`src/hdl/card_seq_map.svh`:
```
// Offsets-free map: timing counts and bit positions for the card sequencer.
// Assumes a 125 MHz clock; included by the sequencer and the repeater.
`ifndef CARD_SEQ_MAP_SVH
`define CARD_SEQ_MAP_SVH
`define CLK_PERIOD_PS 8000
`define SEQ_INTERVAL_US 25
`define SEQ_SUBTICKS 64
`define SUBTICK_CYCLES (`SEQ_INTERVAL_US * 1000000 / `SEQ_SUBTICKS / `CLK_PERIOD_PS)
`define RST_LOW_SUB 1
`define CLK_STOP_SUB 32
`define IO_LOW_SUB 64
`define VCC_RAMP_SUB 96
`define GROUND_SUB 320
`define REP_DELAY_NS 200
`define REP_DELAY_CYCLES (`REP_DELAY_NS * 1000 / `CLK_PERIOD_PS)
`define CTRL_POWER_BIT 0
`endif

```
`src/hdl/card_seq_pkg.sv`:
```
// Types shared by the card sequencer and its repeaters.
// Assumes the map header is compiled alongside.
package card_seq_pkg;
	typedef enum logic [2:0] {
		ST_OFF, ST_ACTIVE, ST_WAIT_RST, ST_DEACT
	} seq_state_t;
	typedef enum logic [1:0] {
		REP_IDLE, REP_HOST_MASTER, REP_CARD_MASTER, REP_RELEASE
	} rep_state_t;
endpackage

```
`src/hdl/aux_repeater.sv`:
```
// Pseudo-bidirectional repeater between one controller port and one card contact.
// Assumes pull-ups outside hold both wires high while nobody drives them.
`timescale 1ns/1ps
`include "card_seq_map.svh"
module aux_repeater
	import card_seq_pkg::*;
#(
	parameter int DELAY_CYCLES = `REP_DELAY_CYCLES
) (
	input wire logic clk,
	input wire logic reset,
	input wire logic host_in,
	output logic host_out,
	output logic host_oe_n,
	input wire logic card_in,
	output logic card_out,
	output logic card_oe_n
);
	initial begin
		if (DELAY_CYCLES < 1 || DELAY_CYCLES > 255) $error("aux_repeater: bad delay");
	end
	rep_state_t state;
	logic [7:0] count;
	logic host_q;
	logic card_q;
	logic pulled;
	wire host_fall = host_q && !host_in;
	wire card_fall = card_q && !card_in;
	wire delay_done = count == 8'(DELAY_CYCLES);
	// Master side input, with the slave side ignored once a master is chosen
	wire master_in = (state == REP_HOST_MASTER) ? host_in : card_in;
	always_ff @(posedge clk) begin
		if (reset) begin
			state <= REP_IDLE;
			count <= 8'h00;
			host_q <= 1'b1;
			card_q <= 1'b1;
			pulled <= 1'b0;
			host_out <= 1'b1;
			host_oe_n <= 1'b1;
			card_out <= 1'b1;
			card_oe_n <= 1'b1;
		end else begin
			host_q <= host_in;
			card_q <= card_in;
			case (state)
				REP_IDLE: begin
					count <= 8'h00;
					pulled <= 1'b0;
					// Host wins a tie so the outcome is defined
					if (host_fall) begin
						state <= REP_HOST_MASTER;
					end else if (card_fall) begin
						state <= REP_CARD_MASTER;
					end
				end
				REP_HOST_MASTER, REP_CARD_MASTER: begin
					if (!pulled && !delay_done) begin
						count <= count + 8'h01;
					end
					if (!pulled && delay_done) begin
						pulled <= 1'b1;
						count <= 8'h00;
						if (state == REP_HOST_MASTER) begin
							card_out <= 1'b0;
							card_oe_n <= 1'b0;
						end else begin
							host_out <= 1'b0;
							host_oe_n <= 1'b0;
						end
					end
					if (pulled && master_in) begin
						// Push the slave high briefly to beat the slow pull-up
						card_out <= 1'b1;
						host_out <= 1'b1;
						count <= 8'h00;
						state <= REP_RELEASE;
					end
				end
				REP_RELEASE: begin
					count <= count + 8'h01;
					if (delay_done) begin
						host_oe_n <= 1'b1;
						card_oe_n <= 1'b1;
						count <= 8'h00;
						state <= REP_IDLE;
					end
				end
				default: state <= REP_IDLE;
			endcase
		end
	end
	// Cycles spent as host master before the card side is pulled; held once pulled
	logic [8:0] lead_count;
	always_ff @(posedge clk) begin
		if (reset || state != REP_HOST_MASTER) begin
			lead_count <= 9'h000;
		end else if (!pulled) begin
			lead_count <= lead_count + 9'h001;
		end
	end
	chk_slave_low_delay: assert property (@(posedge clk) disable iff (reset)
		state == REP_HOST_MASTER |->
		(card_oe_n == (lead_count <= 9'(DELAY_CYCLES))) && (card_oe_n || !card_out))
		else $error("slave pull-down not on time");
	chk_one_side_drives: assert property (@(posedge clk) disable iff (reset)
		!(!host_oe_n && !card_oe_n)) else $error("both repeater sides driven");
	chk_idle_released: assert property (@(posedge clk) disable iff (reset)
		state == REP_IDLE |-> ##1 (host_oe_n && card_oe_n)) else $error("idle side still driven");
	chk_release_high: assert property (@(posedge clk) disable iff (reset)
		$rose(state == REP_RELEASE) |-> (card_out && host_out) ##[1:300] state == REP_IDLE)
		else $error("release phase wrong");
	cov_card_master: cover property (@(posedge clk) disable iff (reset) $rose(state == REP_CARD_MASTER));
endmodule

```
`src/hdl/card_deactivation_sequencer.sv`:
```
// Card contact sequencer: deactivation on command or fault, card-ok flag, aux repeaters.
// Assumes synchronous inputs; analog supply and converter act on the level outputs.
`timescale 1ns/1ps
`include "card_seq_map.svh"
module card_deactivation_sequencer
	import card_seq_pkg::*;
#(
	parameter int SUBTICK_CYCLES = `SUBTICK_CYCLES,
	parameter int REP_DELAY_CYCLES = `REP_DELAY_CYCLES
) (
	input wire logic clk,
	input wire logic reset,
	input wire logic [3:0] output_extension_register,
	input wire logic card_present,
	input wire logic fault_overcurrent,
	input wire logic fault_short,
	input wire logic status_read,
	output logic card_rst,
	output logic card_clk_en,
	output logic card_io_en,
	output logic vcc_on,
	output logic vcc_ramp_down,
	output logic converter_on,
	output logic contacts_grounded,
	output logic card_ok,
	output logic presence_change_flag,
	output logic fault_irq,
	output logic seq_busy,
	input wire logic aux_port_a_in,
	output logic aux_port_a_out,
	output logic aux_port_a_oe_n,
	input wire logic aux_port_b_in,
	output logic aux_port_b_out,
	output logic aux_port_b_oe_n,
	input wire logic [1:0] aux_card_in,
	output logic [1:0] aux_card_out,
	output logic [1:0] aux_card_oe_n
);
	initial begin
		if (SUBTICK_CYCLES < 1 || SUBTICK_CYCLES > 65535) $error("sequencer: bad subtick");
	end
	seq_state_t state;
	logic [15:0] div;
	logic [8:0] sub;
	logic cmd_q;
	logic removed;
	logic fault_pending;
	logic card_ok_q;
	wire power_cmd = output_extension_register[`CTRL_POWER_BIT];
	wire subtick = div == 16'(SUBTICK_CYCLES - 1);
	wire cmd_fall = cmd_q && !power_cmd;
	wire removal = !card_present && state == ST_ACTIVE;
	wire fault_now = (fault_overcurrent || fault_short || removal) && state == ST_ACTIVE;
	wire at_rst = sub == 9'(`RST_LOW_SUB);
	// Grounding is timed from the reset step, not from the command edge
	wire at_ground = sub == 9'(`RST_LOW_SUB + `GROUND_SUB);
	// Flag recovers only when sequence is done, command is low and a card is seated
	wire next_card_ok = !card_present ? 1'b0 :
		fault_pending ? (state == ST_OFF && !power_cmd) : 1'b1;
	always_ff @(posedge clk) begin
		if (reset) begin
			div <= 16'h0000;
		end else begin
			div <= subtick ? 16'h0000 : div + 16'h0001;
		end
	end
	always_ff @(posedge clk) begin
		if (reset) begin
			state <= ST_OFF;
			sub <= 9'h000;
			cmd_q <= 1'b0;
			removed <= 1'b0;
			fault_pending <= 1'b0;
			card_rst <= 1'b0;
			card_clk_en <= 1'b0;
			card_io_en <= 1'b0;
			vcc_on <= 1'b0;
			vcc_ramp_down <= 1'b0;
			converter_on <= 1'b0;
			contacts_grounded <= 1'b1;
			fault_irq <= 1'b0;
			seq_busy <= 1'b0;
		end else begin
			cmd_q <= power_cmd;
			fault_irq <= fault_now;
			case (state)
				ST_OFF: begin
					removed <= 1'b0;
					if (!power_cmd) begin
						fault_pending <= fault_pending && !card_present;
					end
					// Activation is not sequenced; converter, supply, reset, clock and I/O all switch on in one cycle
					if (power_cmd && !cmd_q && card_present && !fault_pending) begin
						state <= ST_ACTIVE;
						converter_on <= 1'b1;
						vcc_on <= 1'b1;
						contacts_grounded <= 1'b0;
						card_rst <= 1'b1;
						card_clk_en <= 1'b1;
						card_io_en <= 1'b1;
					end
				end
				ST_ACTIVE: begin
					if (cmd_fall || fault_now) begin
						state <= ST_WAIT_RST;
						sub <= 9'h000;
						seq_busy <= 1'b1;
						fault_pending <= fault_now;
						removed <= removal;
					end
				end
				ST_WAIT_RST, ST_DEACT: begin
					if (subtick) begin
						sub <= sub + 9'h001;
					end
					if (at_rst) begin
						card_rst <= 1'b0;
						state <= ST_DEACT;
					end
					if (sub == 9'(`RST_LOW_SUB + `CLK_STOP_SUB)) begin
						card_clk_en <= 1'b0;
					end
					if (sub == 9'(`RST_LOW_SUB + `IO_LOW_SUB)) begin
						card_io_en <= 1'b0;
					end
					if (sub == 9'(`RST_LOW_SUB + `VCC_RAMP_SUB)) begin
						vcc_on <= 1'b0;
						vcc_ramp_down <= 1'b1;
					end
					if (at_ground) begin
						vcc_ramp_down <= 1'b0;
						converter_on <= 1'b0;
						contacts_grounded <= 1'b1;
						seq_busy <= 1'b0;
						state <= ST_OFF;
					end
				end
				default: state <= ST_OFF;
			endcase
		end
	end
	always_ff @(posedge clk) begin
		if (reset) begin
			card_ok_q <= 1'b0;
			card_ok <= 1'b0;
			presence_change_flag <= 1'b0;
		end else begin
			card_ok_q <= next_card_ok;
			card_ok <= next_card_ok;
			// Change wins over a read in the same cycle
			presence_change_flag <= (next_card_ok != card_ok_q) || (presence_change_flag && !status_read);
		end
	end
	wire [1:0] host_in = {aux_port_b_in, aux_port_a_in};
	wire [1:0] host_out;
	wire [1:0] host_oe_n;
	genvar i;
	generate
		for (i = 0; i < 2; i++) begin : g_aux
			aux_repeater #(.DELAY_CYCLES(REP_DELAY_CYCLES)) u_rep (
				.clk(clk),
				.reset(reset),
				.host_in(host_in[i]),
				.host_out(host_out[i]),
				.host_oe_n(host_oe_n[i]),
				.card_in(aux_card_in[i]),
				.card_out(aux_card_out[i]),
				.card_oe_n(aux_card_oe_n[i])
			);
		end
	endgenerate
	assign aux_port_a_out = host_out[0];
	assign aux_port_a_oe_n = host_oe_n[0];
	assign aux_port_b_out = host_out[1];
	assign aux_port_b_oe_n = host_oe_n[1];
	chk_rst_before_clk: assert property (@(posedge clk) disable iff (reset)
		$fell(card_clk_en) |-> !card_rst) else $error("clock stopped before reset low");
	chk_io_after_clk: assert property (@(posedge clk) disable iff (reset)
		$fell(card_io_en) |-> !card_clk_en && vcc_on) else $error("io low out of order");
	chk_deact_starts: assert property (@(posedge clk) disable iff (reset)
		(state == ST_ACTIVE && cmd_fall) |=> state == ST_WAIT_RST) else $error("deactivation not started");
	chk_fault_irq: assert property (@(posedge clk) disable iff (reset)
		(state == ST_ACTIVE && fault_now) |=> fault_irq && seq_busy) else $error("fault not flagged");
	chk_ground_end: assert property (@(posedge clk) disable iff (reset)
		$rose(contacts_grounded) |-> !vcc_on && !converter_on && !card_io_en) else $error("ground early");
	chk_no_early_act: assert property (@(posedge clk) disable iff (reset)
		seq_busy |=> !(state == ST_ACTIVE)) else $error("activation during deactivation");
	chk_change_flag: assert property (@(posedge clk) disable iff (reset)
		$changed(card_ok) |-> presence_change_flag) else $error("change flag missed");
	chk_absent_low: assert property (@(posedge clk) disable iff (reset)
		!card_present |=> !card_ok) else $error("card ok while absent");
	chk_vcc_last: assert property (@(posedge clk) disable iff (reset)
		$fell(vcc_on) |-> !card_io_en && !card_clk_en && !card_rst) else $error("supply dropped out of order");
	chk_ramp_window: assert property (@(posedge clk) disable iff (reset)
		vcc_ramp_down |-> !vcc_on && converter_on) else $error("ramp outside deactivation");
	// Held low for the whole sequence, even if the card comes back mid-way
	chk_fault_ok_low: assert property (@(posedge clk) disable iff (reset)
		(fault_pending && state != ST_OFF) |=> !card_ok) else $error("card ok during fault sequence");
	chk_removal_low: assert property (@(posedge clk) disable iff (reset)
		removed |-> !card_ok) else $error("card ok after removal");
	chk_flag_clear: assert property (@(posedge clk) disable iff (reset)
		(status_read && next_card_ok == card_ok_q) |=> !presence_change_flag) else $error("flag not cleared by read");
	cov_cmd_deact: cover property (@(posedge clk) disable iff (reset) cmd_fall ##[1:1000] seq_busy);
	cov_fault: cover property (@(posedge clk) disable iff (reset) $rose(fault_irq));
	cov_ok_back: cover property (@(posedge clk) disable iff (reset) fault_pending ##1 !fault_pending);
endmodule

```
`config.mk`:
```
export PLATFORM = sky130hd
export DESIGN_NAME = card_deactivation_sequencer
export DESIGN_NICKNAME = d
export VERILOG_FILES = /design/src/hdl/card_seq_pkg.sv /design/src/hdl/aux_repeater.sv /design/src/hdl/card_deactivation_sequencer.sv
export VERILOG_INCLUDE_DIRS = /design/src /design/src/hdl
export SDC_FILE = /design/constraint.sdc
export NUM_CORES = 1
export LEC_CHECK = 0
export ABC_AREA = 0
export BUFFER_PORTS_ARGS = -buffer_cell sky130_fd_sc_hd__buf_2
export CAP_MARGIN = 25
export CORE_ASPECT_RATIO = 0.6
export CORE_MARGIN = 2
export CORE_UTILIZATION = 55
export CTS_CLUSTER_DIAMETER = 120
export CTS_CLUSTER_SIZE = 14
export DETAILED_ROUTE_END_ITERATION = 8
export HOLD_SLACK_MARGIN = 0.08
export PLACE_DENSITY = 0.75
export SLEW_MARGIN = 20
export SYNTH_ARGS = -nofsm -noshare
export SYNTH_HDL_FRONTEND = slang
export SYNTH_SLANG_ARGS = --single-unit
```
`constraint.sdc`:
```
create_clock -name clk -period 3.9 [get_ports clk]
set_input_delay 0.39 -clock clk [delete_from_list [all_inputs] [get_ports clk]]
set_output_delay 0.39 -clock clk [all_outputs]
set_load 0.05 [all_outputs]
```
# --- Yosys cells after proc, flatten, opt, wreduce, memory -nomap -nowiden ---
# Index checks and enable logic that the tools add are counted.
# Widths: inputs -> output; s select.
word_totals:
  regBits: 75
  input_bits: 14
  output_inout_bits: 19
op_classes:
  add_sub_neg: 4
  n_eq_ne: 44
  n_mux: 75
  n_reduce_logical: 77
op_table:
  columns: ["operator", "count"]
  rows:
  - ["$mux 8", 8]
  - ["$pmux 8 s3", 2]
  - ["$reduce_and 3->1", 15]
  - ["$mux 1", 33]
  - ["$pmux 1 s2", 14]
  - ["$reduce_bool 2->1", 12]
  - ["$ne 2x2->1 const B", 11]
  - ["$ne 2x1->1 const B", 10]
  - ["$logic_and 1x1->1", 19]
  - ["$eq 9x7->1 const B", 2]
  - ["$mux 9", 2]
  - ["$pmux 9 s2", 1]
  - ["$add 16x1->16 const B", 1]
  - ["$add 8x1->8 const B", 2]
  - ["$eq 16x6->1 const B", 1]
  - ["$eq 8x5->1 const B", 2]
  - ["$mux 2", 8]
  - ["$reduce_and 4->1", 4]
  - ["$logic_not 1->1", 13]
  - ["$mux 3", 4]
  - ["$pmux 2 s3", 2]
  - ["$add 9x1->9 const B", 1]
  - ["$eq 9x1->1 const B", 1]
  - ["$eq 9x6->1 const B", 1]
  - ["other kinds (15)", 31]

# --- Longest topological paths before layout ---
# Gate-level depths: netlist of the first run.
depth:
  word_depth: 7
  depth_mapped: 7

# --- Hierarchy ---
# A second synthesis of the first run with hierarchy kept.
unflattened:
  cells_unflattened: 400
  area_unflattened_um2: 3611.0
by_module_without_submodules:
  columns: ["mod", "instances", "cells_per_inst", "area_each_um2", "seq_area_each_um2"]
  rows:
  - ["card_deactivation_sequencer", 1, 206, 1826.8, 800.8]
  - ["aux_repeater", 2, 97, 892.1, 340.3]

# --- Least setup slack after synthesis of the first run ---
# No wires, ideal clock.
synth_path:
  path_type: "reg2reg"
  startpoint: "register g_aux[0].u_rep.state[1]"
  endpoint: "register g_aux[0].u_rep.state[0]"
  setup_time_ns: 0.121
  arrival_ns: 1.748
  setup_slack_ns: 2.031
  stages_incl_launch_ff: 8
  path_buffers: 1
  period_less_slack_ns: 1.869
  path_cell_list: "dfxtp_1 > inv_1 > ha_1 > buf_2 > mux2_4 > a21boi_0 > nor3_1 > mux2_2"
synth_via:
  elab_chain_cells: 5
  elab_cells_between_ends: 12
  classes_between: "6 x eq/ne; 2 x mux; 4 x reduce/logical"
synth_rtl:
  columns: ["element", "line", "rtl"]
  rows:
  - ["start, declared", "aux_repeater.sv:22", "rep_state_t state;"]
  - ["start signal, assigned", "aux_repeater.sv:34", "state <= REP_IDLE;"]
  - ["start signal, assigned", "aux_repeater.sv:52", "state <= REP_HOST_MASTER;"]
  - ["start signal, assigned", "aux_repeater.sv:54", "state <= REP_CARD_MASTER;"]
  - ["$eq 2x1->1", "aux_repeater.sv:31, aux_repeater.sv:46", null]
  - ["$mux 1", "aux_repeater.sv:31", "wire master_in = (state == REP_HOST_MASTER) ? host_in : card_in;"]
  - ["$logic_and 1x1->1", "aux_repeater.sv:72", "if (pulled && master_in) begin"]
  - ["$ne 2x1->1 (no line)", null, null]
  - ["$reduce_and 3->1 (no line)", null, null]
# Several ways; a longest one is shown, not always the timed one.
# A chain may end at the register's enable or synchronous reset.

# --- Worst setup path after layout of the first run ---
layout_path:
  startpoint: "register g_aux[1].u_rep.state[1]"
  endpoint: "register g_aux[1].u_rep.count[1]"
layout_via:
  elab_chain_cells: 5
  elab_cells_between_ends: 10
  classes_between: "4 x eq/ne; 3 x mux; 3 x reduce/logical"
layout_rtl:
  columns: ["element", "line", "rtl"]
  rows:
  - ["start, declared", "aux_repeater.sv:22", null]
  - ["start signal, assigned", "aux_repeater.sv:34", null]
  - ["start signal, assigned", "aux_repeater.sv:52", null]
  - ["start signal, assigned", "aux_repeater.sv:54", null]
  - ["$eq 2x1->1", "aux_repeater.sv:31, aux_repeater.sv:46", null]
  - ["$mux 1", "aux_repeater.sv:31", null]
  - ["$logic_and 1x1->1", "aux_repeater.sv:72", null]
  - ["$mux 8", "aux_repeater.sv:72", null]
  - ["$pmux 8 s3", "aux_repeater.sv:46", "case (state)"]
  - ["end signal, assigned", "aux_repeater.sv:59", "count <= count + 8'h01;"]
  - ["end signal, assigned", "aux_repeater.sv:81", "count <= count + 8'h01;"]
  - ["end, declared", "aux_repeater.sv:23", "logic [7:0] count;"]
# Several ways; a longest one is shown, not always the timed one.

==> results of run 1 <==
kinds of logic (layout without fill, tap and decap cells):
| family | count (synthesis) | in the layout | share of synthesized area, % |
|---|---|---|---|
| AOI/OAI and AO/OA | 92 | 92 | 17.0 |
| xor gates and xnor gates | 28 | 28 | 6.69 |
| adders and majority gates | 14 | 14 | 4.78 |
| buffers and inverters | 36 | 62 | 4.44 |
| DFF | 74 | 74 | 40.4 |
| muxes | 8 | 8 | 2.39 |
| and+or+nand+nor | 154 | 154 | 24.3 |
worst max-delay path by stage:
stage,to,start,depth (start not counted)
after detailed placement,g_aux[1].u_rep.count[1],g_aux[1].u_rep.state[1],6
after CTS,g_aux[1].u_rep.count[1],g_aux[1].u_rep.state[1],6
after global placement,g_aux[1].u_rep.count[1],g_aux[1].u_rep.state[1],6
final,g_aux[1].u_rep.count[1],g_aux[1].u_rep.state[1],6
after floorplan,g_aux[0].u_rep.state[0],g_aux[0].u_rep.state[1],7
after global routing,g_aux[1].u_rep.count[1],g_aux[1].u_rep.state[0],5
cell type report:
cell class              count  area [sq um]
fillers                   522          2220
clock inverters             6           114
flip-flops and latches     74          1480
clock buffers              10           128
well taps                  84           105
inverters                  17          63.8
multi-input cells         296          2020
repair buffers             29           145
Yosys cell counts (4+ instances only):
library cell,instances
sky130_fd_sc_hd__o31ai_1,13
sky130_fd_sc_hd__xnor2_1,7
sky130_fd_sc_hd__nor4_1,7
sky130_fd_sc_hd__nand2b_1,5
sky130_fd_sc_hd__o21ai_0,11
sky130_fd_sc_hd__buf_2,4
sky130_fd_sc_hd__inv_1,17
sky130_fd_sc_hd__nor3_1,7
sky130_fd_sc_hd__nand4_1,8
sky130_fd_sc_hd__nand3_1,14
sky130_fd_sc_hd__a21boi_0,4
sky130_fd_sc_hd__nor2b_1,4
sky130_fd_sc_hd__o211ai_1,5
sky130_fd_sc_hd__ha_1,14
sky130_fd_sc_hd__a21oi_1,29
sky130_fd_sc_hd__xor2_1,21
sky130_fd_sc_hd__or4_1,9
sky130_fd_sc_hd__dfxtp_1,74
sky130_fd_sc_hd__nand2_1,25
sky130_fd_sc_hd__clkbuf_1,9
sky130_fd_sc_hd__o2111ai_1,6
sky130_fd_sc_hd__buf_4,4
sky130_fd_sc_hd__nor2_1,35
sky130_fd_sc_hd__and3_1,6
sky130_fd_sc_hd__mux2i_1,5
routing by layer:
metal	vias to the layer above	routed length (microns)	global-route usage, %
met5	-	0	0
met2	52	3200	32.6
met4	0	58	6.17
li1	1524	-	-
met3	4	360	7.24
met1	1415	3880	32.4
state kept, by name (all words and copies together), names as in the netlist, 4 cells and up:
name and flops:
div 16, g_aux.u_rep.count 16, sub 9, g_aux.u_rep.state 4
stage by stage:
step / area (sq um) / instances / power [mW] / utilization, %
6_report: 4060 / 516 / 1.98 / 64.7
2_1_floorplan: 3660 / 406 / 1.18 / -
3_3_place_gp: 3820 / 500 / 1.25 / 60.8
3_5_place_dp: 3820 / 500 / 1.26 / 60.8
5_1_grt: 4060 / 516 / 2.07 / 64.7
4_1_cts: 4060 / 516 / 1.99 / 64.7
cells in the final DEF (no fill, tap or decap), types with 3 or more instances in the layout:
master / count
sky130_fd_sc_hd__o21ai_0: 11
sky130_fd_sc_hd__nand2_1: 25
sky130_fd_sc_hd__ha_1: 14
sky130_fd_sc_hd__o211ai_1: 5
sky130_fd_sc_hd__nand2b_1: 5
sky130_fd_sc_hd__nor4b_1: 3
sky130_fd_sc_hd__o2111ai_1: 6
sky130_fd_sc_hd__or2_2: 3
sky130_fd_sc_hd__and2_1: 3
sky130_fd_sc_hd__a21boi_0: 4
sky130_fd_sc_hd__mux2i_1: 5
sky130_fd_sc_hd__nor2b_1: 4
sky130_fd_sc_hd__nor2_1: 35
sky130_fd_sc_hd__inv_1: 17
sky130_fd_sc_hd__or3_1: 3
sky130_fd_sc_hd__nor4_1: 7
sky130_fd_sc_hd__o31ai_1: 13
sky130_fd_sc_hd__a21o_1: 3
sky130_fd_sc_hd__a31oi_1: 3
sky130_fd_sc_hd__nand4_1: 8
sky130_fd_sc_hd__clkbuf_8: 9
sky130_fd_sc_hd__nor3_1: 7
sky130_fd_sc_hd__and3_1: 6
sky130_fd_sc_hd__xnor2_1: 7
sky130_fd_sc_hd__or4_1: 9
sky130_fd_sc_hd__buf_2: 29
sky130_fd_sc_hd__bufinv_16: 3
sky130_fd_sc_hd__dfxtp_1: 74
sky130_fd_sc_hd__a21oi_1: 29
sky130_fd_sc_hd__xor2_1: 21
sky130_fd_sc_hd__nand3_1: 14
sky130_fd_sc_hd__o21bai_1: 3
power groups by stage:
stage | Sequential [mW] | Clock (mW) | Combinational, mW
detailed placement | 0.849 | 0 | 0.415
CTS | 0.832 | 0.738 | 0.420
floorplan | 0.870 | 0 | 0.310
global route | 0.837 | 0.768 | 0.465
finish | 0.832 | 0.727 | 0.420
global placement | 0.846 | 0 | 0.405
==> implementation parameters, run 1 <==
Parameter                              Value

Die
  Initial Util ... 58.4%
  Number of ports placed on the die boundary ... 33
  Core box area ... 6280 sq um
  Vert. Die Dim ... 67.2 microns
  Overall die area ... 7350 sq um
  Floorplan die width ... 109 microns
  # rows ... 22

Yosys
  Number of distinct library cells after synthesis ... 65
  Synthesized net count ... 434
  Post-synthesis async set-or-reset flop share ... 0%
  Part of the Yosys area used for sequential elements ... 40.4%
  Largest cells by area after synthesis ... sky130_fd_sc_hd__dfxtp_1 40%, sky130_fd_sc_hd__xor2_1 5.0%, sky130_fd_sc_hd__ha_1 4.8%
  Dominant register cell in the synthesized netlist ... sky130_fd_sc_hd__dfxtp_1
  Number of enable flip-flop cells after synthesis ... 0
  Area share of the largest cell type after synthesis ... 40.4%
  Mapped Avg Cell Area ... 9.03 sq um
  Flop and latch count out of synthesis ... 74
  Total number of yosys warnings ... 0
  Area of the mapped netlist ... 3660 sq um
  Cell type with the largest total area after synthesis ... sky130_fd_sc_hd__dfxtp_1
  Cells after Synth ... 406

Clock tree
  Root buffer cell ... sky130_fd_sc_hd__clkbuf_8
  Post-CTS Setup Bufs ... 0
  Number of buffers added by the clock tree synthesis step ... 9
  Sink count of the clock tree ... 74
  Deepest clock path buffer count ... 2
  Resized Gates After CTS ... 0
  # hold bufs at CTS ... 0
  Number of H-tree branching levels ... 3
  Later-pin clock latency in the skew report ... 0.36 ns
  Clock-pin slew of the registers on the worst-case setup and hold paths ... 0.07 ns
  Clock tree from TritonCTS ... built

Finish
  Antenna diodes ... 0
  Share of final-layout standard cells stronger than drive strength 1 ... 14.8%
  Area growth from synthesis to layout ... 10.7%
  Final layout net count ... 455

Min path
  Start point of the worst min-delay path ... aux_card_in[1]
  Kind of path behind the tightest hold check ... in2reg
  Hold-critical path depth ... 2
  Hold Crit Endpoint ... g_aux[1].u_rep.card_q

Critical path
  Delay contributed by the slowest stage of the critical path ... 0.48 ns
  Critical path endpoint category ... flip-flop
  R2R depth ... 6
  Worst reg2reg path endpoint ... g_aux[1].u_rep.count[1]
  Kind of cell adding the most delay to the critical path ... compound AO/OA/AOI/OAI gates
  Worst R2R Start ... g_aux[1].u_rep.state[1]
  Critical-path cell with the highest stage delay ... sky130_fd_sc_hd__mux2_2
  Startpoint kind of the worst setup timing path ... flip-flop
  CP Data Required Time ... 4.17 ns
  Register-to-Register Setup Slack ... 1.59 ns
  WP buf/inv ... 1
  Cells traversed along the worst timing path ... inv_1, ha_1, mux2_2, a21oi_1, o221ai_1, a211oi_1
  Arrival time of data at the critical path endpoint ... 2.57 ns
  Critical setup path kind ... reg2reg
  CP Max Fanout ... 11

Power and ir drop
  Switching fraction of total power ... 30.7%
  Share of power burned in the clock network ... 36.7%
  Combinational Power Share ... 21.2%
  Total leakage power ... 1.49 nW
  Max rail drop VDD ... 0.000383 V
  Switching pwr ... 0.607 mW
  Power per cell area ... 488 nW/um^2
  Design internal power ... 1.37 mW
  Sequential Power Share ... 42.0%

STA
  Worst-case headroom to the max-slew limit ... 51.6%
  Hold WS ... 0.250 ns
  Worst Slack Setup Final ... 1.59 ns
  Maximum clock frequency ... 434 MHz
  Shortest clock period the worst path allows after layout ... 2.31 ns
  Transition at the pin with the smallest max-transition slack ... 0.726 ns
  Final period util ... 59.1%
  Final-report hold violation count ... 0
  Setup violation total in the final timing report ... 0
  Post-route setup TNS ... 0 ns
  RSZ-0062 raised after global routing ... false
  Worst-case clock skew ... 0.00946 ns
  Max-slew violations ... 0

Placed design
  Routability congestion estimate ... 0.827
  Number of buffers inserted by port buffering ... 29
  Placement Setup Slack ... 1.61 ns
  Placed wire-length estimate ... 5210 microns

Route
  Pre-Repair DR Iteration Count ... 4
  Drt drc ... 0
  Via Count ... 2995
  DR vias/cell ... 5.80
  Detailed router's first-iteration violation count ... 132
  Final routed wirelength across all metal layers ... 7500 microns
  Number of routed nets with antenna violations ... 0
  Routed length per placed instance ... 14.5 microns

Flow run
  Max-cap violations ... 0

Global route
  Global-route wire length before repair ... 12900 microns
  Number of antenna violations at the first check in global routing ... 0
  Via count of the first global-routing pass ... 2762
  Total grt overflow ... 0
  Pin count of the biggest net entering global routing ... 27
  Combined global-route utilization of all metal layers ... 22.6%

Outcome
  Outcome ... finished, final reports clean
No activity file was read; power rests on OpenSTA's default activity.
==> run 2: changes to the inputs <==
CORE_UTILIZATION = 53   (was 55)
clock period = 2 ns   (was 3.9 ns; I/O delays follow)
==> implementation parameters, run 2 (synthesis results as in run 1) <==
Parameter                              Value

Power and ir drop
  Total leakage power ... 1.62 nW (was 1.49 nW)
  Switching pwr ... 1.23 mW (was 0.607 mW)
  Combinational Power Share ... 22.4% (was 21.2%)
  Sequential Power Share ... 38.7% (was 42.0%)
  Max rail drop VDD ... 0.000771 V (was 0.000383 V)
  Power per cell area ... 978 nW/um^2 (was 488 nW/um^2)
  Switching fraction of total power ... 29.3% (was 30.7%)
  Design internal power ... 2.96 mW (was 1.37 mW)
  Share of power burned in the clock network ... 38.9% (was 36.7%)

Route
  Pre-Repair DR Iteration Count ... 4 (unchanged)
  Detailed router's first-iteration violation count ... 176 (was 132)
  Number of routed nets with antenna violations ... 0 (unchanged)
  DR vias/cell ... 5.77 (was 5.80)
  Final routed wirelength across all metal layers ... 8000 microns (was 7500 microns)
  Drt drc ... 0 (unchanged)
  Via Count ... 3091 (was 2995)
  Routed length per placed instance ... 14.9 microns (was 14.5 microns)

Min path
  Kind of path behind the tightest hold check ... in2reg (unchanged)

Global route
  Pin count of the biggest net entering global routing ... 26 (was 27)
  Total grt overflow ... 0 (unchanged)
  Via count of the first global-routing pass ... 2784 (was 2762)
  Combined global-route utilization of all metal layers ... 21.9% (was 22.6%)
  Global-route wire length before repair ... 13100 microns (was 12900 microns)
  Number of antenna violations at the first check in global routing ... 0 (unchanged)

Die
  Vert. Die Dim ... 68.4 microns (was 67.2 microns)
  Floorplan die width ... 111 microns (was 109 microns)
  Initial Util ... 54.9% (was 58.4%)
  Number of ports placed on the die boundary ... 33 (unchanged)
  Overall die area ... 7620 sq um (was 7350 sq um)
  Core box area ... 6680 sq um (was 6280 sq um)
  # rows ... 23 (was 22)

Finish
  Antenna diodes ... 0 (unchanged)
  Most common cell after layout, fill and taps aside ... sky130_fd_sc_hd__dfxtp_1 (unchanged)
  Final layout net count ... 472 (was 455)
  Post-route non-filler standard cell count ... 536 (was 516)
  Largest registers ... div x16, g_aux.u_rep.count x16, sub x9 (unchanged)
  Highest-count cells in the layout ignoring fill and taps ... 74 x sky130_fd_sc_hd__dfxtp_1, 35 x sky130_fd_sc_hd__nor2_1, 29 x sky130_fd_sc_hd__buf_2 (was 74 x sky130_fd_sc_hd__dfxtp_1, 35 x sky130_fd_sc_hd__nor2_1, 29 x sky130_fd_sc_hd__a21oi_1, 29 x sky130_fd_sc_hd__buf_2, 25 x sky130_fd_sc_hd__nand2_1)
  Area growth from synthesis to layout ... 17.0% (was 10.7%)
  Share of final-layout standard cells stronger than drive strength 1 ... 18.3% (was 14.8%)
  Fillcell total ... 551 (was 522)

Placed design
  Cells after DPL ... 519 (was 500)
  Placement Setup Slack ... 0.000911 ns (was 1.61 ns)
  Placed wire-length estimate ... 5570 microns (was 5210 microns)
  Routability congestion estimate ... 0.833 (was 0.827)
  Number of buffers inserted by port buffering ... 29 (unchanged)

Critical path
  Cells traversed along the worst timing path ... inv_1, ha_1, mux2_4, a21boi_1, o221ai_2, a211oi_1 (was inv_1, ha_1, mux2_2, a21oi_1, o221ai_1, a211oi_1)
  WP buf/inv ... 1 (unchanged)
  Critical path startpoint ... g_aux[0].u_rep.state[1] (was g_aux[1].u_rep.state[1])
  Critical setup path kind ... reg2reg (unchanged)
  R2R depth ... 6 (unchanged)
  Critical-path cell with the highest stage delay ... sky130_fd_sc_hd__dfxtp_1 (was sky130_fd_sc_hd__mux2_2)
  Kind of cell adding the most delay to the critical path ... compound AO/OA/AOI/OAI gates (unchanged)
  CP Max Fanout ... 10 (was 11)
  Worst reg2reg path endpoint ... g_aux[0].u_rep.count[1] (was g_aux[1].u_rep.count[1])
  Logic depth of the worst path, buffers included ... 6 (unchanged)
  CP Data Required Time ... 2.25 ns (was 4.17 ns)
  Arrival time of data at the critical path endpoint ... 2.15 ns (was 2.57 ns)
  Critical path endpoint category ... flip-flop (unchanged)
  Delay contributed by the slowest stage of the critical path ... 0.38 ns (was 0.48 ns)
  Worst Setup EP ... g_aux[0].u_rep.count[1] (was g_aux[1].u_rep.count[1])
  Startpoint kind of the worst setup timing path ... flip-flop (unchanged)
  Worst R2R Start ... g_aux[0].u_rep.state[1] (was g_aux[1].u_rep.state[1])
  Register-to-Register Setup Slack ... 0.1 ns (was 1.59 ns)

Clock tree
  Later-pin clock latency in the skew report ... 0.33 ns (was 0.36 ns)
  Sink count of the clock tree ... 74 (unchanged)
  Number of H-tree branching levels ... 3 (unchanged)
  Clock tree from TritonCTS ... built (unchanged)
  Root buffer cell ... sky130_fd_sc_hd__clkbuf_16 (was sky130_fd_sc_hd__clkbuf_8)
  Post-CTS Setup Bufs ... 0 (unchanged)
  Number of buffers added by the clock tree synthesis step ... 9 (unchanged)
  Clock-pin slew of the registers on the worst-case setup and hold paths ... 0.06 ns (was 0.07 ns)
  Deepest clock path buffer count ... 2 (unchanged)

STA
  Setup violation total in the final timing report ... 0 (unchanged)
  Transition at the pin with the smallest max-transition slack ... 0.536 ns (was 0.726 ns)
  Final period util ... 95.1% (was 59.1%)
  Hold WS ... 0.0881 ns (was 0.250 ns)
  Max-slew violations ... 0 (unchanged)
  Worst-case headroom to the max-slew limit ... 64.1% (was 51.6%)
  Final-report hold violation count ... 0 (unchanged)
  Post-route setup TNS ... 0 ns (unchanged)
  Worst-case clock skew ... 0.00335 ns (was 0.00946 ns)
  Worst Slack Setup Final ... 0.0977 ns (was 1.59 ns)
  Shortest clock period the worst path allows after layout ... 1.90 ns (was 2.31 ns)
  RSZ-0062 raised after global routing ... false (unchanged)
  Maximum clock frequency ... 526 MHz (was 434 MHz)

Outcome
  Outcome ... finished, final reports clean (unchanged)

Flow run
  Max-cap violations ... 0 (unchanged)
==> run 2: changes by cell type in the layout (fill, tap and decap cells not counted), moves of 2 or more <==
cell	delta
sky130_fd_sc_hd__buf_4	+16
sky130_fd_sc_hd__clkbuf_1	+2
sky130_fd_sc_hd__bufinv_16	-2
sky130_fd_sc_hd__clkbuf_8	-7
sky130_fd_sc_hd__clkbuf_16	+9
sky130_fd_sc_hd__clkinvlp_4	-2
==> run 2: how the worst min path moves through the flow <==
stage                         startpoint                    end  slack [ns]  cells after the start
after floorplan           aux_card_in[0]  g_aux[0].u_rep.card_q        0.30                      2
after global placement    aux_card_in[0]  g_aux[0].u_rep.card_q        0.41                      3
after detailed placement  aux_card_in[0]  g_aux[0].u_rep.card_q        0.42                      3
after CTS                  aux_port_b_in  g_aux[1].u_rep.host_q        0.08                      2
after global routing      aux_card_in[1]  g_aux[1].u_rep.card_q        0.09                      2
final                      aux_port_b_in  g_aux[1].u_rep.host_q        0.09                      2
==> run 2: what timing repair did <==
action / in CTS / in global routing
hold buffers: 1 / 0
resized for setup: 0 / 8
hold endpoints to repair: 1 / 0
setup endpoints to repair: 0 / 13
==> run 2: routing by layer <==
metal	track usage [%]	part of all wire, %	vias to the layer above	routed length (microns)
li1	-	-	1560	-
met1	29.3	52	1453	4150
met2	33.1	41	66	3310
met3	7.44	5.0	12	400
met4	8.18	1.7	0	134
met5	0	0	-	0
==> run 2: layout make-up <==
class / count / area [sq um] / area share, %
multi-input combinational: 296 / 2060 / 48.0
sequential: 74 / 1480 / 34.5
timing repair buffer: 46 / 275 / 6.42
clock buffer: 14 / 264 / 6.16
tap: 87 / 109 / 2.54
inverter: 17 / 63.8 / 1.49
clock inverter: 2 / 35.0 / 0.817
==> run 2: worst reg2reg max path: cells and delay by family (launching register included) <==
kind	cells	cell delay, ns
adder cells (fa/ha/maj)	1	0.22
AO/OA/AOI/OAI	3	0.77
flip-flops	1	0.38
buffers and inverters	1	0.08
multiplexers	1	0.37
==> run 2: through the flow <==
step	area, sq um	utilization (%)	power (mW)
2_1_floorplan	3660	-	2.30
3_3_place_gp	3940	59.0	2.53
3_5_place_dp	3940	59.0	2.55
4_1_cts	4250	63.6	4.18
5_1_grt	4290	64.2	4.39
6_report	4290	64.2	4.19
==> run 2: power groups by stage <==
| stage | registers, mW | clock network, mW | logic (mW) |
|---|---|---|---|
| after floorplan | 1.70 | 0 | 0.605 |
| after global placement | 1.65 | 0 | 0.881 |
| after detailed placement | 1.65 | 0 | 0.897 |
| after CTS | 1.62 | 1.65 | 0.905 |
| after global routing | 1.63 | 1.73 | 1.03 |
| final | 1.62 | 1.63 | 0.940 |
==> run 3: changes to the inputs <==
==> constraint.sdc (replaced) <==
create_clock -name clk -period 2 [get_ports clk]
set_input_delay 0.4 -clock clk [delete_from_list [all_inputs] [get_ports clk]]
set_output_delay 0.4 -clock clk [all_outputs]
set_load 0.05 [all_outputs]
==> implementation parameters, run 3 (synthesis results as in run 1) <==
Parameter                              Value

Finish
  Highest-count cells in the layout ignoring fill and taps ... 74 x sky130_fd_sc_hd__dfxtp_1, 35 x sky130_fd_sc_hd__nor2_1, 29 x sky130_fd_sc_hd__a21oi_1, 29 x sky130_fd_sc_hd__buf_2, 25 x sky130_fd_sc_hd__nand2_1 (was 74 x sky130_fd_sc_hd__dfxtp_1, 35 x sky130_fd_sc_hd__nor2_1, 29 x sky130_fd_sc_hd__buf_2)
  Share of final-layout standard cells stronger than drive strength 1 ... 19.2% (was 18.3%)
  Final layout net count ... 477 (was 472)
  Most common cell after layout, fill and taps aside ... sky130_fd_sc_hd__dfxtp_1 (unchanged)
  Antenna diodes ... 0 (unchanged)
  Largest registers ... div x16, g_aux.u_rep.count x16, sub x9 (unchanged)
  Area growth from synthesis to layout ... 17.9% (was 17.0%)
  Post-route non-filler standard cell count ... 540 (was 536)

Die
  Initial Util ... 54.9% (unchanged)
  Core box area ... 6680 sq um (unchanged)
  # rows ... 23 (unchanged)
  Vert. Die Dim ... 68.4 microns (unchanged)
  Floorplan die width ... 111 microns (unchanged)
  Number of ports placed on the die boundary ... 33 (unchanged)
  Overall die area ... 7620 sq um (unchanged)

Critical path
  Arrival time of data at the critical path endpoint ... 2.13 ns (was 2.15 ns)
  Startpoint kind of the worst setup timing path ... flip-flop (unchanged)
  Critical setup path kind ... reg2reg (unchanged)
  Critical path endpoint category ... flip-flop (unchanged)
  CP Data Required Time ... 2.24 ns (was 2.25 ns)
  Worst reg2reg path endpoint ... g_aux[0].u_rep.count[1] (unchanged)
  R2R depth ... 6 (unchanged)
  Register-to-Register Setup Slack ... 0.11 ns (was 0.1 ns)
  CP Max Fanout ... 10 (unchanged)
  Worst R2R Start ... g_aux[0].u_rep.state[1] (unchanged)

Clock tree
  Post-CTS Setup Bufs ... 0 (unchanged)
  Clock-pin slew of the registers on the worst-case setup and hold paths ... 0.06 ns (about the same)
  Sink count of the clock tree ... 74 (unchanged)
  Later-pin clock latency in the skew report ... 0.33 ns (about the same)
  Deepest clock path buffer count ... 2 (unchanged)
  Number of buffers added by the clock tree synthesis step ... 9 (unchanged)
  Root buffer cell ... sky130_fd_sc_hd__clkbuf_16 (unchanged)
  Clock tree from TritonCTS ... built (unchanged)
  Number of H-tree branching levels ... 3 (unchanged)
  # hold bufs at CTS ... 0 (was 1)

Route
  Detailed router's first-iteration violation count ... 131 (was 176)
  Pre-Repair DR Iteration Count ... 4 (unchanged)
  Routed length per placed instance ... 14.6 microns (was 14.9 microns)
  DR vias/cell ... 5.67 (was 5.77)
  Number of routed nets with antenna violations ... 0 (unchanged)
  Via Count ... 3060 (was 3091)
  Drt drc ... 0 (unchanged)
  Final routed wirelength across all metal layers ... 7860 microns (was 8000 microns)

Global route
  Number of antenna violations at the first check in global routing ... 0 (unchanged)
  Total grt overflow ... 0 (unchanged)
  Pin count of the biggest net entering global routing ... 16 (was 26)
  Via count of the first global-routing pass ... 2756 (was 2784)
  Combined global-route utilization of all metal layers ... 21.7% (was 21.9%)
  Global-route wire length before repair ... 13200 microns (was 13100 microns)

STA
  Setup violation total in the final timing report ... 0 (unchanged)
  Transition at the pin with the smallest max-transition slack ... 0.532 ns (was 0.536 ns)
  Post-route setup TNS ... 0 ns (unchanged)
  Worst-case clock skew ... 0.00491 ns (was 0.00335 ns)
  Final-report hold violation count ... 0 (unchanged)
  Worst-case headroom to the max-slew limit ... 64.3% (was 64.1%)
  RSZ-0062 raised after global routing ... true (was false)
  Maximum clock frequency ... 530 MHz (was 526 MHz)
  Shortest clock period the worst path allows after layout ... 1.89 ns (was 1.90 ns)
  Final period util ... 94.3% (was 95.1%)
  Max-slew violations ... 0 (unchanged)

Power and ir drop
  Max rail drop VDD ... 0.000821 V (was 0.000771 V)
  Total leakage power ... 1.65 nW (was 1.62 nW)
  Power per cell area ... 971 nW/um^2 (was 978 nW/um^2)
  Pwr Total ... 4.19 mW (about the same)

Min path
  Kind of path behind the tightest hold check ... in2reg (unchanged)
  Start point of the worst min-delay path ... aux_card_in[0] (was aux_port_b_in)
  Hold Crit Endpoint ... g_aux[0].u_rep.card_q (was g_aux[1].u_rep.host_q)
  Hold-critical path depth ... 3 (was 2)

Placed design
  Number of buffers inserted by port buffering ... 29 (unchanged)
  Placed wire-length estimate ... 5690 microns (was 5570 microns)
  Cells after DPL ... 525 (was 519)
  Routability congestion estimate ... 0.854 (was 0.833)

Flow run
  Max-cap violations ... 0 (unchanged)

Outcome
  Outcome ... finished, final reports clean (unchanged)
## run 3: cell count changes in the layout (fill, tap and decap cells not counted), sizes merged
cell / before / now
buf: 45 / 51
clkbuf: 14 / 13
dlygate4sd3: 1 / 0
## run 3: how the worst max path moves through the flow
stage | start | endpoint | slack, ns
after floorplan | g_aux[0].u_rep.state[1] | g_aux[0].u_rep.state[0] | 0.13
after global placement | g_aux[1].u_rep.state[1] | g_aux[1].u_rep.count[3] | 0.13
after detailed placement | g_aux[1].u_rep.state[1] | g_aux[1].u_rep.count[3] | 0.05
after CTS | g_aux[1].u_rep.state[1] | g_aux[1].u_rep.count[3] | 0.04
after global routing | g_aux[0].u_rep.state[1] | g_aux[0].u_rep.count[1] | -0.02
final | g_aux[0].u_rep.state[1] | g_aux[0].u_rep.count[1] | 0.11
## run 3: stage by stage
stage               hold WS (ns)  instance area, sq um  util (%)  setup slack, ns
global placement           0.431                  3990      59.7            0.126
floorplan                  0.427                  3660         -            0.131
detailed placement         0.440                  3990      59.7           0.0535
CTS                        0.266                  4290      64.3           0.0357
finish                     0.277                  4320      64.7            0.115
global route               0.300                  4320      64.7          -0.0232
## run 3: power by group
part / internal, mW / switching [mW]
logic: 0.371 / 0.563
registers: 1.56 / 0.0660
clock network: 1.06 / 0.577
total: 2.99 / 1.21
## run 3: what timing repair did
item | CTS | global route
setup endpoints to repair | 0 | 14
endpoints found under the hold margin | 0 | 0
resized for setup | 0 | 5
## run 3: routing by layer
metal | wire length [microns] | GRT usage, %
met5 | 0 | 0
met4 | 88 | 8.18
met3 | 323 | 5.49
met2 | 3420 | 33.7
met1 | 4030 | 29.6
## run 3: layout make-up
type                    count  area (sq um)
inverters                  17          63.8
well taps                  87           109
fillers                   565          2360
repair buffers             51           310
multi-input cells         296          2050
clock inverters             2          35.0
clock buffers              13           270
flip-flops and latches     74          1480
## run 3: critical path: stages (launching register included)
cell and delay (ns):
sky130_fd_sc_hd__dfxtp_1 0.38, sky130_fd_sc_hd__inv_1 0.08, sky130_fd_sc_hd__ha_1 0.22, sky130_fd_sc_hd__mux2_4 0.36, sky130_fd_sc_hd__a21boi_1 0.25, sky130_fd_sc_hd__o221ai_2 0.23
sky130_fd_sc_hd__a211oi_1 0.27
